## src/shared/ascp_params.svh

```systemverilog
`ifndef ASCP_PARAMS_SVH
`define ASCP_PARAMS_SVH
`define ASCP_CMD_W      4
`define ASCP_RES_W      10
`define ASCP_CNT_W      5
`define ASCP_CMD_EDGES  5'h04
`define ASCP_LAST_EDGE  5'h0A
`define ASCP_RES_RST    10'h000
`define ASCP_CMD_RST    4'h0
`endif

```

## src/shared/ascp_pkg.sv

```systemverilog
package ascp_pkg;
   typedef enum logic [1:0] {
      ASCP_IDLE   = 2'b00,
      ASCP_FRAME  = 2'b01,
      ASCP_HANDED = 2'b10
   } ascp_state_t;
endpackage : ascp_pkg

```

## src/verilog/ascp_port.sv

```systemverilog
`timescale 1ns/100ps
`include "ascp_params.svh"

// Overview of operation
// - host sends a 4-bit command word, msb first, choosing input or rate/power.
// - processor mode: capture four bits on rising clock edges, falling if inverted.
// - signal-processor mode: capture four bits on falling edges, rising if inverted.
// - after four command bits serial input is ignored for the period.
// - serial output floats while select is high, driven otherwise.
// - leading result bit is driven at frame start before any shift.
// - output updates on falling edges processor mode, rising edges signal mode.
// - done flag falls on tenth hand-off edge (processor rising, signal falling) and stays low until result ready.
// - processor mode sampling from fourth falling edge to tenth rising edge.
// - processor mode shifts result on first ten falling edges, any edge select.
// - processor mode hands conversion to core on tenth rising edge.
// - signal mode sampling from fourth rising edge to tenth falling edge.
// - extended sampling window follows the low time of sample start.
// - signal mode: leading bit after frame sync falls, rest on rising edges.
// - signal mode hands conversion to core on tenth falling edge.
// - host mode flag latched from frame sync at select falling edge.
// - select fall resets counters and enables port, in signal mode only once frame sync falls; rise disables it.
// - processor mode drives output low from the tenth falling edge.
module ascp_port (
   input  wire logic                   clk_i,
   input  wire logic                   nrst_i,
   input  wire logic                   chip_select_n_i,
   input  wire logic                   frame_sync_i,
   input  wire logic                   serial_clock_i,
   input  wire logic                   serial_in_i,
   input  wire logic                   edge_select_n_i,
   input  wire logic                   sample_start_n_i,
   input  wire logic                   conv_done_i,
   input  wire logic [`ASCP_RES_W-1:0] conv_result_i,
   output logic                        serial_out_o,
   output logic                        serial_out_oe_n_o,
   output logic                        conversion_done_flag_o,
   output logic [`ASCP_CMD_W-1:0]      command_o,
   output logic                        command_valid_o,
   output logic                        sampling_o,
   output logic                        conv_start_o,
   output logic                        processor_mode_o
);
   ////////////////////////////////////////////////////////////////////////////
   // synchronised pins
   logic cs_s, cs_p, fs_s, fs_p, sck_s, sck_p, din_s, es_s, ss_s, ss_p;

   // select, frame sync, edge select and sample start idle high
   ascp_sync #(.IDLE_LVL(1'b1)) u_cs (.clk_i(clk_i), .nrst_i(nrst_i), .d_i(chip_select_n_i),
      .q_o(cs_s), .q_prev_o(cs_p));
   ascp_sync #(.IDLE_LVL(1'b1)) u_fs (.clk_i(clk_i), .nrst_i(nrst_i), .d_i(frame_sync_i),
      .q_o(fs_s), .q_prev_o(fs_p));
   ascp_sync #(.IDLE_LVL(1'b0)) u_sck (.clk_i(clk_i), .nrst_i(nrst_i), .d_i(serial_clock_i),
      .q_o(sck_s), .q_prev_o(sck_p));
   ascp_sync #(.IDLE_LVL(1'b0)) u_din (.clk_i(clk_i), .nrst_i(nrst_i), .d_i(serial_in_i),
      .q_o(din_s), .q_prev_o());
   ascp_sync #(.IDLE_LVL(1'b1)) u_es (.clk_i(clk_i), .nrst_i(nrst_i), .d_i(edge_select_n_i),
      .q_o(es_s), .q_prev_o());
   ascp_sync #(.IDLE_LVL(1'b1)) u_ss (.clk_i(clk_i), .nrst_i(nrst_i), .d_i(sample_start_n_i),
      .q_o(ss_s), .q_prev_o(ss_p));

   ////////////////////////////////////////////////////////////////////////////
   // decode
   ascp_pkg::ascp_state_t       state_r, state_nxt;
   logic                        pmode_r, armed_r, done_r, samp_r, start_r, so_r, oe_n_r, cmdv_r, ext_r;
   logic [`ASCP_CNT_W-1:0]      cap_cnt_r, rise_cnt_r, fall_cnt_r;
   logic [`ASCP_CMD_W-1:0]      cmd_r;
   logic [`ASCP_RES_W-1:0]      hold_r, shift_r;

   wire cs_fall  = cs_p & ~cs_s;
   wire cs_rise  = ~cs_p & cs_s;
   wire fs_fall  = fs_p & ~fs_s;
   wire sck_rise = ~sck_p & sck_s;
   wire sck_fall = sck_p & ~sck_s;
   wire ss_fall  = ss_p & ~ss_s;
   wire ss_rise  = ~ss_p & ss_s;
   wire active   = (state_r == ascp_pkg::ASCP_FRAME) & armed_r;
   // shifting and edge counting go on after hand-off: the tenth processor fall comes after the tenth rise
   wire live     = (state_r != ascp_pkg::ASCP_IDLE) & armed_r;
   // capture edge: processor rising, signal falling; edge select low swaps it
   wire cap_edge = (pmode_r ~^ es_s) ? sck_rise : sck_fall;
   wire out_edge = pmode_r ? sck_fall : sck_rise;
   wire hand_edge = pmode_r ? sck_rise : sck_fall;
   wire samp_edge = pmode_r ? sck_fall : sck_rise;
   wire [`ASCP_CNT_W-1:0] hand_cnt = pmode_r ? rise_cnt_r : fall_cnt_r;
   wire [`ASCP_CNT_W-1:0] samp_cnt = pmode_r ? fall_cnt_r : rise_cnt_r;
   wire [`ASCP_CNT_W-1:0] out_cnt  = pmode_r ? fall_cnt_r : rise_cnt_r;
   wire take_bit  = active & cap_edge & (cap_cnt_r < `ASCP_CMD_EDGES);
   wire hand_now  = active & hand_edge & (hand_cnt == `ASCP_LAST_EDGE - 5'h01);
   wire samp_now  = active & samp_edge & (samp_cnt == `ASCP_CMD_EDGES - 5'h01);
   wire shift_now = live & out_edge & (out_cnt < `ASCP_LAST_EDGE);
   // a signal-processor frame opens only after frame sync falls
   wire arm_now   = (state_r == ascp_pkg::ASCP_FRAME) & ~armed_r & ~pmode_r & fs_fall;

   always_comb begin
      state_nxt = state_r;
      unique case (state_r)
         ascp_pkg::ASCP_IDLE:   if (cs_fall) state_nxt = ascp_pkg::ASCP_FRAME;
         ascp_pkg::ASCP_FRAME:  if (cs_rise) state_nxt = ascp_pkg::ASCP_IDLE;
                                else if (hand_now) state_nxt = ascp_pkg::ASCP_HANDED;
         ascp_pkg::ASCP_HANDED: if (cs_rise) state_nxt = ascp_pkg::ASCP_IDLE;
         default:               state_nxt = ascp_pkg::ASCP_IDLE;
      endcase
      if (cs_fall) state_nxt = ascp_pkg::ASCP_FRAME;
   end

   ////////////////////////////////////////////////////////////////////////////
   // frame control
   always_ff @(posedge clk_i) begin
      if (!nrst_i) begin
         state_r <= ascp_pkg::ASCP_IDLE;
         pmode_r <= 1'b1;
         armed_r <= 1'b0;
      end else begin
         state_r <= state_nxt;
         if (cs_fall) pmode_r <= fs_s;
         if (cs_fall) armed_r <= fs_s;
         else if (arm_now) armed_r <= 1'b1;
         else if (cs_rise) armed_r <= 1'b0;
      end
   end

   // edge counters restart with every select fall or signal-mode frame start
   always_ff @(posedge clk_i) begin
      if (!nrst_i || cs_fall || arm_now) begin
         cap_cnt_r  <= 5'h00;
         rise_cnt_r <= 5'h00;
         fall_cnt_r <= 5'h00;
      end else if (live) begin
         if (cap_edge && cap_cnt_r != 5'h1F) cap_cnt_r <= cap_cnt_r + 5'h01;
         if (sck_rise && rise_cnt_r != 5'h1F) rise_cnt_r <= rise_cnt_r + 5'h01;
         if (sck_fall && fall_cnt_r != 5'h1F) fall_cnt_r <= fall_cnt_r + 5'h01;
      end
   end

   ////////////////////////////////////////////////////////////////////////////
   // command in, msb first, passed as an opaque field
   always_ff @(posedge clk_i) begin
      if (!nrst_i) begin
         cmd_r  <= `ASCP_CMD_RST;
         cmdv_r <= 1'b0;
      end else begin
         if (cs_fall) cmdv_r <= 1'b0;
         if (take_bit) cmd_r <= {cmd_r[`ASCP_CMD_W-2:0], din_s};
         if (take_bit && cap_cnt_r == `ASCP_CMD_EDGES - 5'h01) cmdv_r <= 1'b1;
      end
   end

   ////////////////////////////////////////////////////////////////////////////
   // sampling window and hand-off; extended sampling tracks sample start low time
   always_ff @(posedge clk_i) begin
      if (!nrst_i) begin
         samp_r  <= 1'b0;
         start_r <= 1'b0;
         ext_r   <= 1'b0;
      end else begin
         start_r <= 1'b0;
         if (ss_fall) begin
            ext_r  <= 1'b1;
            samp_r <= 1'b1;
         end else if (ss_rise && ext_r) begin
            ext_r   <= 1'b0;
            samp_r  <= 1'b0;
            start_r <= 1'b1;
         end else if (samp_now) begin
            samp_r <= 1'b1;
         end else if (hand_now) begin
            if (!ext_r) samp_r <= 1'b0;
            start_r <= ~ext_r;
         end else if (cs_fall && !ext_r) begin
            samp_r <= 1'b0;
         end
      end
   end

   // busy from hand-off until the core reports completion; hand-off beats completion
   always_ff @(posedge clk_i) begin
      if (!nrst_i) begin
         done_r <= 1'b1;
         hold_r <= `ASCP_RES_RST;
      end else begin
         if (hand_now || (ss_rise && ext_r)) done_r <= 1'b0;
         else if (conv_done_i) done_r <= 1'b1;
         if (conv_done_i && !done_r) hold_r <= conv_result_i;
      end
   end

   ////////////////////////////////////////////////////////////////////////////
   // result out
   wire drive_on = (state_r != ascp_pkg::ASCP_IDLE);
   wire [`ASCP_RES_W-1:0] shift_nxt = {shift_r[`ASCP_RES_W-2:0], 1'b0};

   always_ff @(posedge clk_i) begin
      if (!nrst_i) begin
         shift_r <= `ASCP_RES_RST;
         so_r    <= 1'b0;
         oe_n_r  <= 1'b1;
      end else begin
         oe_n_r <= ~drive_on | cs_rise;
         if (cs_fall || arm_now) begin
            shift_r <= hold_r;
            so_r    <= hold_r[`ASCP_RES_W-1];
         end else if (shift_now) begin
            shift_r <= shift_nxt;
            // trailing zeros after the tenth edge for long frames
            so_r    <= (out_cnt == `ASCP_LAST_EDGE - 5'h01) ? 1'b0 : shift_nxt[`ASCP_RES_W-1];
         end
      end
   end

   assign serial_out_o           = so_r;
   assign serial_out_oe_n_o      = oe_n_r;
   assign conversion_done_flag_o = done_r;
   assign command_o              = cmd_r;
   assign command_valid_o        = cmdv_r;
   assign sampling_o             = samp_r;
   assign conv_start_o           = start_r;
   assign processor_mode_o       = pmode_r;

   ////////////////////////////////////////////////////////////////////////////
   // checks
   chk_oe_idle_float: assert property (@(posedge clk_i) disable iff (!nrst_i)
      (state_r == ascp_pkg::ASCP_IDLE) |=> serial_out_oe_n_o) else $error("output driven while idle");
   chk_done_falls_hand: assert property (@(posedge clk_i) disable iff (!nrst_i)
      hand_now |=> !conversion_done_flag_o) else $error("done flag did not fall at hand-off");
   chk_start_pulse: assert property (@(posedge clk_i) disable iff (!nrst_i)
      (hand_now && !ext_r && !ss_fall && !ss_rise) |=> conv_start_o ##1 !conv_start_o)
      else $error("conversion start pulse wrong");
   chk_cmd_frozen: assert property (@(posedge clk_i) disable iff (!nrst_i)
      (cmdv_r && !cs_fall) |=> $stable(cmd_r)) else $error("command changed after four bits");
   chk_mode_latch: assert property (@(posedge clk_i) disable iff (!nrst_i)
      cs_fall |=> (processor_mode_o == $past(fs_s))) else $error("mode flag not latched");
   chk_msb_first: assert property (@(posedge clk_i) disable iff (!nrst_i)
      cs_fall |=> (serial_out_o == $past(hold_r[`ASCP_RES_W-1]))) else $error("leading bit missing");
   chk_tail_zero: assert property (@(posedge clk_i) disable iff (!nrst_i)
      (live && out_cnt >= `ASCP_LAST_EDGE && !cs_fall && !arm_now) |=> !serial_out_o)
      else $error("output not zero after tenth edge");
   chk_sample_open: assert property (@(posedge clk_i) disable iff (!nrst_i)
      samp_now |=> sampling_o [*2]) else $error("sampling did not open");
   chk_counter_reset: assert property (@(posedge clk_i) disable iff (!nrst_i)
      cs_fall |=> (cap_cnt_r == 5'h00 && rise_cnt_r == 5'h00)) else $error("counters not reset");

   cov_proc_hand: cover property (@(posedge clk_i) disable iff (!nrst_i) hand_now && pmode_r);
   cov_dsp_hand:  cover property (@(posedge clk_i) disable iff (!nrst_i) hand_now && !pmode_r);
   cov_ext_samp:  cover property (@(posedge clk_i) disable iff (!nrst_i) ss_rise && ext_r);
   cov_done_back: cover property (@(posedge clk_i) disable iff (!nrst_i) !done_r ##1 done_r);
endmodule : ascp_port

```

## src/verilog/ascp_sync.sv

```systemverilog
`timescale 1ns/100ps
// two-flop synchroniser plus a registered copy so edges are found on flop outputs only
// flops reset to the pin's idle level so reset release never looks like an edge
module ascp_sync #(
   parameter logic IDLE_LVL = 1'b0
) (
   input  wire logic clk_i,
   input  wire logic nrst_i,
   input  wire logic d_i,
   output logic      q_o,
   output logic      q_prev_o
);
   logic meta_r;
   logic sync_r;
   logic prev_r;

   always_ff @(posedge clk_i) begin
      if (!nrst_i) begin
         meta_r <= IDLE_LVL;
         sync_r <= IDLE_LVL;
         prev_r <= IDLE_LVL;
      end else begin
         meta_r <= d_i;
         sync_r <= meta_r;
         prev_r <= sync_r;
      end
   end

   assign q_o      = sync_r;
   assign q_prev_o = prev_r;
endmodule : ascp_sync

```

## config.mk

```make
export PLATFORM = sky130hd
export DESIGN_NAME = ascp_port
export DESIGN_NICKNAME = d
export VERILOG_FILES = /design/src/shared/ascp_pkg.sv /design/src/verilog/ascp_port.sv /design/src/verilog/ascp_sync.sv
export VERILOG_INCLUDE_DIRS = /design/src /design/src/shared
export SDC_FILE = /design/constraint.sdc
export NUM_CORES = 1
export LEC_CHECK = 0
export BUFFER_PORTS_ARGS = -buffer_cell sky130_fd_sc_hd__buf_2
export CELL_PAD_IN_SITES_DETAIL_PLACEMENT = 1
export CELL_PAD_IN_SITES_GLOBAL_PLACEMENT = 1
export CORE_MARGIN = 10
export CORE_UTILIZATION = 45
export DETAILED_ROUTE_END_ITERATION = 10
export PLACE_DENSITY_LB_ADDON = 0.2
export SLEW_MARGIN = 20
export SYNTH_ARGS = -nofsm -noshare
export SYNTH_HDL_FRONTEND = slang
export SYNTH_SLANG_ARGS = --single-unit
```

## constraint.sdc

```tcl
create_clock -name clk_i -period 2.6 [get_ports clk_i]
set_clock_uncertainty 0.05 [all_clocks]
set_input_delay 0 -clock clk_i [delete_from_list [all_inputs] [get_ports clk_i]]
set_output_delay 0 -clock clk_i [all_outputs]
set_load 0.01 [all_outputs]
```

-- Yosys cells after proc, flatten, opt, wreduce, memory -nomap -nowiden
Index checks and enable logic that the tools add are counted.
W data, S select, Z words.
- eq/ne operators: 15
- muxes and demuxes: 33
- $lt $le $gt $ge: 2
- bitwise logic cells: 35
- reductions and logical operators: 30
- $add $sub $neg: 3
- operators with widths (cell ; count):
    $mux W1 ; 25
    $and A1 B1 Y1 ; 20
    $mux W9 ; 2
    $add A5 B1 Y5 const B ; 3
    $ne A5 B5 Y1 const B ; 3
    $not A1 Y1 ; 13
    $eq A5 B2 Y1 const B ; 2
    $eq A5 B4 Y1 const B ; 2
    $mux W5 ; 2
    $reduce_bool A2 Y1 ; 5
    $reduce_and A2 Y1 ; 4
    $logic_and A1 B1 Y1 ; 7
    $mux W2 ; 3
    $ne A3 B3 Y1 const B ; 2
    $pmux W2 S3 ; 1
    $reduce_and A3 Y1 ; 2
    $lt A5 B3 Y1 const B ; 1
    $lt A5 B4 Y1 const B ; 1
    $ne A5 B3 Y1 const B ; 1
    $reduce_bool A5 Y1 ; 1
    $logic_or A1 B1 Y1 ; 4
    $ne A2 B2 Y1 const B ; 2
    $ne A4 B4 Y1 const B ; 1
    $reduce_or A2 Y1 ; 2
    other kinds (7) ; 9
- output and inout port bits: 11
- bits in registers: 65
- input port bits: 19

-- Longest topological paths before layout
- depth in word-level cells: 9
- gate-level depth with buffers: 7
- depth with buffers taken out: 7

-- By module
From an unflattened synthesis, not the netlist that was laid out.
- cells, all modules: 289
- area total of the unflattened synthesis: 2756.4 sq um
- by module, submodules not included (module ; sequential area each (sq um) ; times used ; area an instance (sq um) ; cells an instance):
    ascp_port ; 980.9 ; 1 ; 2283.4 ; 253
    ascp_sync ; 60.1 ; 6 ; 78.8 ; 6

-- Least setup slack after synthesis
No wires, ideal clock.
- path type: flip-flop to flip-flop
- from: reg pmode_r, in the netlist processor_mode_o
- to: reg cmd_r[1], in the netlist command_o[1]
- stages on the path, launching flop included: 8
- clock period less this slack: 1.779 ns
- path buffers: 2
- path slack: 0.821 ns
- arrival time: 1.602 ns
- library setup time: 0.128 ns
- cells stage by stage: dfxtp_1 > buf_4 > xor2_1 > mux2i_1 > and3_1 > buf_4 > mux2i_1 > nor2_1
- word-level cells in the longest chain between the ends: 4
- ends and longest elaborated chain (what ; line ; text):
    start, declared ; ascp_port.sv:64 ; logic pmode_r, armed_r, done_r, samp_r, start_r, so_r, oe_n_r, cmdv_r, ext_r;
    start signal, assigned ; ascp_port.sv:115 ; if (cs_fall) pmode_r <= fs_s;
    $xnor A1 B1 Y1 ; ascp_port.sv:80 ; wire cap_edge = (pmode_r ~^ es_s) ? sck_rise : sck_fall;
    $mux W1 ; ascp_port.sv:80 ;
    $and A1 B1 Y1 (2 in series) ; ascp_port.sv:87 ; wire take_bit = active & cap_edge & (cap_cnt_r < `ASCP_CMD_EDGES);
    end signal, assigned ; ascp_port.sv:139 ; cmd_r <= `ASCP_CMD_RST;
    end signal, assigned ; ascp_port.sv:143 ; if (take_bit) cmd_r <= {cmd_r[`ASCP_CMD_W-2:0], din_s};
    end, declared ; ascp_port.sv:66 ; logic [`ASCP_CMD_W-1:0] cmd_r;
Every way passes these cells.
A chain may end at the register's enable or synchronous reset.

-- Final worst setup path
- from: reg pmode_r, in the netlist processor_mode_o
- to: reg cmd_r[0], in the netlist command_o[0]
Same word-level chain as after synthesis.

==> summary.txt <==
Run status
  • Status: finished, final reports clean

Logic synthesis
  • Synth Area per Inst: 9.279 um^2
  • Yosys Warn Count: 0
  • Post-Synthesis Net Count: 313
  • Flip-flop and latch count after synthesis: 65
  • Number of flops mapped to enable cells by yosys: 0
  • Ys async rst share: 0
  • Area of the mapped netlist: 0.002654 mm^2
  • Number of unique standard cell types used by synthesis: 39
  • Post-synthesis sequential area ratio: 0.4903
  • Post-synthesis instance total: 286
  • Synth Flop Type: dfxtp_1

Power and ir drop
  • Sequential share of power: 0.512
  • Maximum ir drop on the vdd rail: 0.4329 mV
  • Relative contribution of the clock network to total power: 0.436
  • Lkg Pwr: 1.253 nW
  • Sw power: 0.0004726 W
  • Combinational group share of total power: 0.052
  • Internal power: 0.001541 W
  • Net switching share of the total power: 0.2347
  • Power density over the cells: 623.8 mW/mm^2

Routing
  • Total detailed-routing wirelength: 6.416 mm
  • Vias: 2125
  • Pre-antenna DRT Iters: 4
  • DR WL/cell: 15.65 um
  • Number of DRC markers in iteration 0: 93
  • Per-cell via count in the routed design: 5.183
  • Number of remaining DRC errors: 0
  • Post-detailed-route count of antenna-violating nets: 0

STA
  • Top achievable clock speed: 465.1 MHz
  • Pins Over Slew Limit: 0
  • Portion of the clock cycle consumed by the worst path in the final layout: 0.8270
  • Hold Vio Cnt, Final: 0
  • Minimum clock period: 2150 ps
  • Max_slew headroom: 0.5660
  • Setup repair after global routing missed its margin: false
  • Setup TNS Final: 0 ps
  • Tightest Pin Transition: 650.3 ps
  • Setup violations, final: 0

Floorplanning
  • Area of the die: 0.009369 mm^2
  • Initial core utilization: 0.4732
  • Die X: 96.80 um
  • Count of standard-cell rows: 27
  • Die span in y: 96.80 um
  • Placeable Area: 0.005608 mm^2
  • Count of boundary I/O pins: 30

Setup path
  • Data required time of the critical path: 2750 ps
  • Endpoint class of the critical path: flop
  • Critical path fanouts, max: 11
  • Arrival time of data at the critical path endpoint: 2300 ps
  • Start-to-end type of the worst setup path: flop to flop
  • Most frequent cell on the critical path: mux2i_1
  • Biggest cell delay along the critical path: 560 ps
  • Startpoint Class: flop
  • Ordered list of cells on the worst path: xor2_1 -> mux2i_1 -> and3_1 -> mux2i_1 -> nor2_1
  • Standard cell with the maximum stage delay on the critical path: dfxtp_1

Global route
  • Grt ovf: 0
  • Wire length of the first global-routing pass: 11.10 mm
  • Gr usage total: 0.1400
  • Antenna violations before repair: 0
  • Met2 Use GR: 0.2301
  • Maximum number of pins on one net before global-route repair: 33
  • Number of global-route vias before repair: 2288
  • Met1 GRT Util: 0.1610
  • GRT busiest layer: met2
  • Met3 layer usage reported by global route: 0.04684

Clock tree
  • Buffers inserted during post-CTS setup optimization: 0
  • Source-to-sink clock delay at the later pin of the worst-skew pair: 350 ps
  • Reg clk slew, reported paths: 70 ps
  • Clk sinks: 65
  • Clock tree from TritonCTS: yes
  • Clk Tree Root Cell: clkbuf_8
  • Maximum clock insertion buffer count: 2
  • Clock buffer count from CTS: 9
  • H-tree depth: 3

Worst hold path
  • Type of the tightest min-delay check: input pin to flop

Place
  • Final RePlAce weighted congestion: 0.6936
  • Total cell area at the placement stage: 0.002854 mm^2
  • Count of port buffers added during placement: 29
  • DP HPWL: 4.276 mm

Layout
  • Area Growth Syn to Fin: 21.64%
  • Antenna diode count: 0
  • Cell area after layout: 0.003228 mm^2
  • # nets final: 360
  • Area of the multi-input gates: 0.001269 mm^2
  • Fraction of layout cells with a size suffix above 1: 0.1568
  • Sequential cell area: 0.001301 mm^2
  • Layout filler cell count: 670

Flow run
  • Number of violations of the max-capacitance limit: 0
-- worst max-delay path: cells and delay by family, from the launching register on --
family	cells	cell delay, ps
simple gates	2	470
xor+xnor	1	220
mux	2	700
flops	1	560
-- what timing repair did --
action,in CTS,in global routing
hold buffers,17,0
setup endpoints to repair,0,0
hold endpoints to repair,17,0
gates resized for setup,0,0
-- synth_stat cells, types with 4 or more instances --
cell       n  share of area
and2_1     6          0.014
nand4_1    4         0.0094
inv_1      5         0.0071
and3_1     5          0.012
mux2i_1   18          0.068
nand2b_1  17          0.040
dfxtp_1   65           0.49
nand2_1   33          0.047
a21oi_1   24          0.045
ha_1       8          0.038
nor2_1    26          0.037
nand3_1    7          0.013
clkbuf_1   9          0.013
o21ai_0   12          0.023
xor2_1     8          0.026
-- layout make-up --
type,count,share of cell area
inverter,5,0.005814
timing repair buffer,50,0.1070
tap,72,0.02791
clock buffer,10,0.04264
sequential,65,0.4031
multi-input combinational,202,0.3930
clock inverter,6,0.02054
-- routing by layer --
layer | vias up | part of all wire
li1 | 1081 | -
met2 | 34 | 0.48
met3 | 7 | 0.041
met1 | 1003 | 0.47
met5 | - | 0
met4 | 0 | 0.014
-- state kept, by name (all words and copies together) (netlist names), 2 cells and up --
register	count
rise_cnt_r	5
cap_cnt_r	5
fall_cnt_r	5
shift_r	9
state_r	2
hold_r	10
command_o	4
-- power groups by stage --
stage,Sequential [W],Clock [W],Combinational (W)
global placement,0.00105,0,0.0000806
global route,0.00103,0.000938,0.000117
finish,0.00103,0.000878,0.000104
CTS,0.00103,0.000901,0.000103
floorplan,0.00105,0,0.0000544
detailed placement,0.00105,0,0.0000834
-- stage by stage --
stage | hold slack (ps) | power, W | utilization | worst slack, ps | instances
5_1_grt | 74.00 | 0.002089 | 0.5756 | 267.1 | 410
4_1_cts | 47.36 | 0.002036 | 0.5756 | 469.6 | 410
6_report | 65.81 | 0.002014 | 0.5756 | 449.8 | 410
3_3_place_gp | 128.9 | 0.001133 | 0.5089 | 623.0 | 377
2_1_floorplan | 23.04 | 0.001104 | - | 820.7 | 286
3_5_place_dp | 134.9 | 0.001138 | 0.5089 | 526.3 | 377
-- logic make-up after synthesis --
logic type                 share of synthesized area
muxes                                        0.06789
adders and majority gates                    0.03772
and+or+nand+nor                               0.2272
xor gates and xnor gates                     0.03631
DFF                                           0.4903
buffers and inverters                        0.03158
AOI/OAI and AO/OA                             0.1089
-- final timing paths --
| kind | to | startpoint | slack, ps | cells past startpoint |
|---|---|---|---|---|
| worst max-delay path | command_o[0]$_SDFFE_PN0P_ | processor_mode_o$_SDFFE_PN1N_ | 450 | 5 |
| worst min-delay path | u_cs.q_prev_o$_SDFF_PN1_ | nrst_i | 70 | 3 |
| worst max register to register | command_o[0]$_SDFFE_PN0P_ | processor_mode_o$_SDFFE_PN1N_ | 450 | 5 |
| worst min register to register | u_es.q_o$_SDFF_PN1_ | u_es.meta_r$_SDFF_PN1_ | 360 | 1 |
-- cells in the final DEF (no fill, tap or decap), types with 4 or more instances in the layout --
master and count:
ha_1 8, inv_1 5, nand2b_1 17, buf_2 29, mux2i_1 18, nor2_1 26, buf_4 4, o21ai_0 12
a21oi_1 24, clkbuf_8 10, dlygate4sd3_1 17, nand4_1 4, xor2_1 8, nand2_1 33, dfxtp_1 65, nand3_1 7
and2_1 6, and3_1 5
Power figures use the tool's default switching activity.
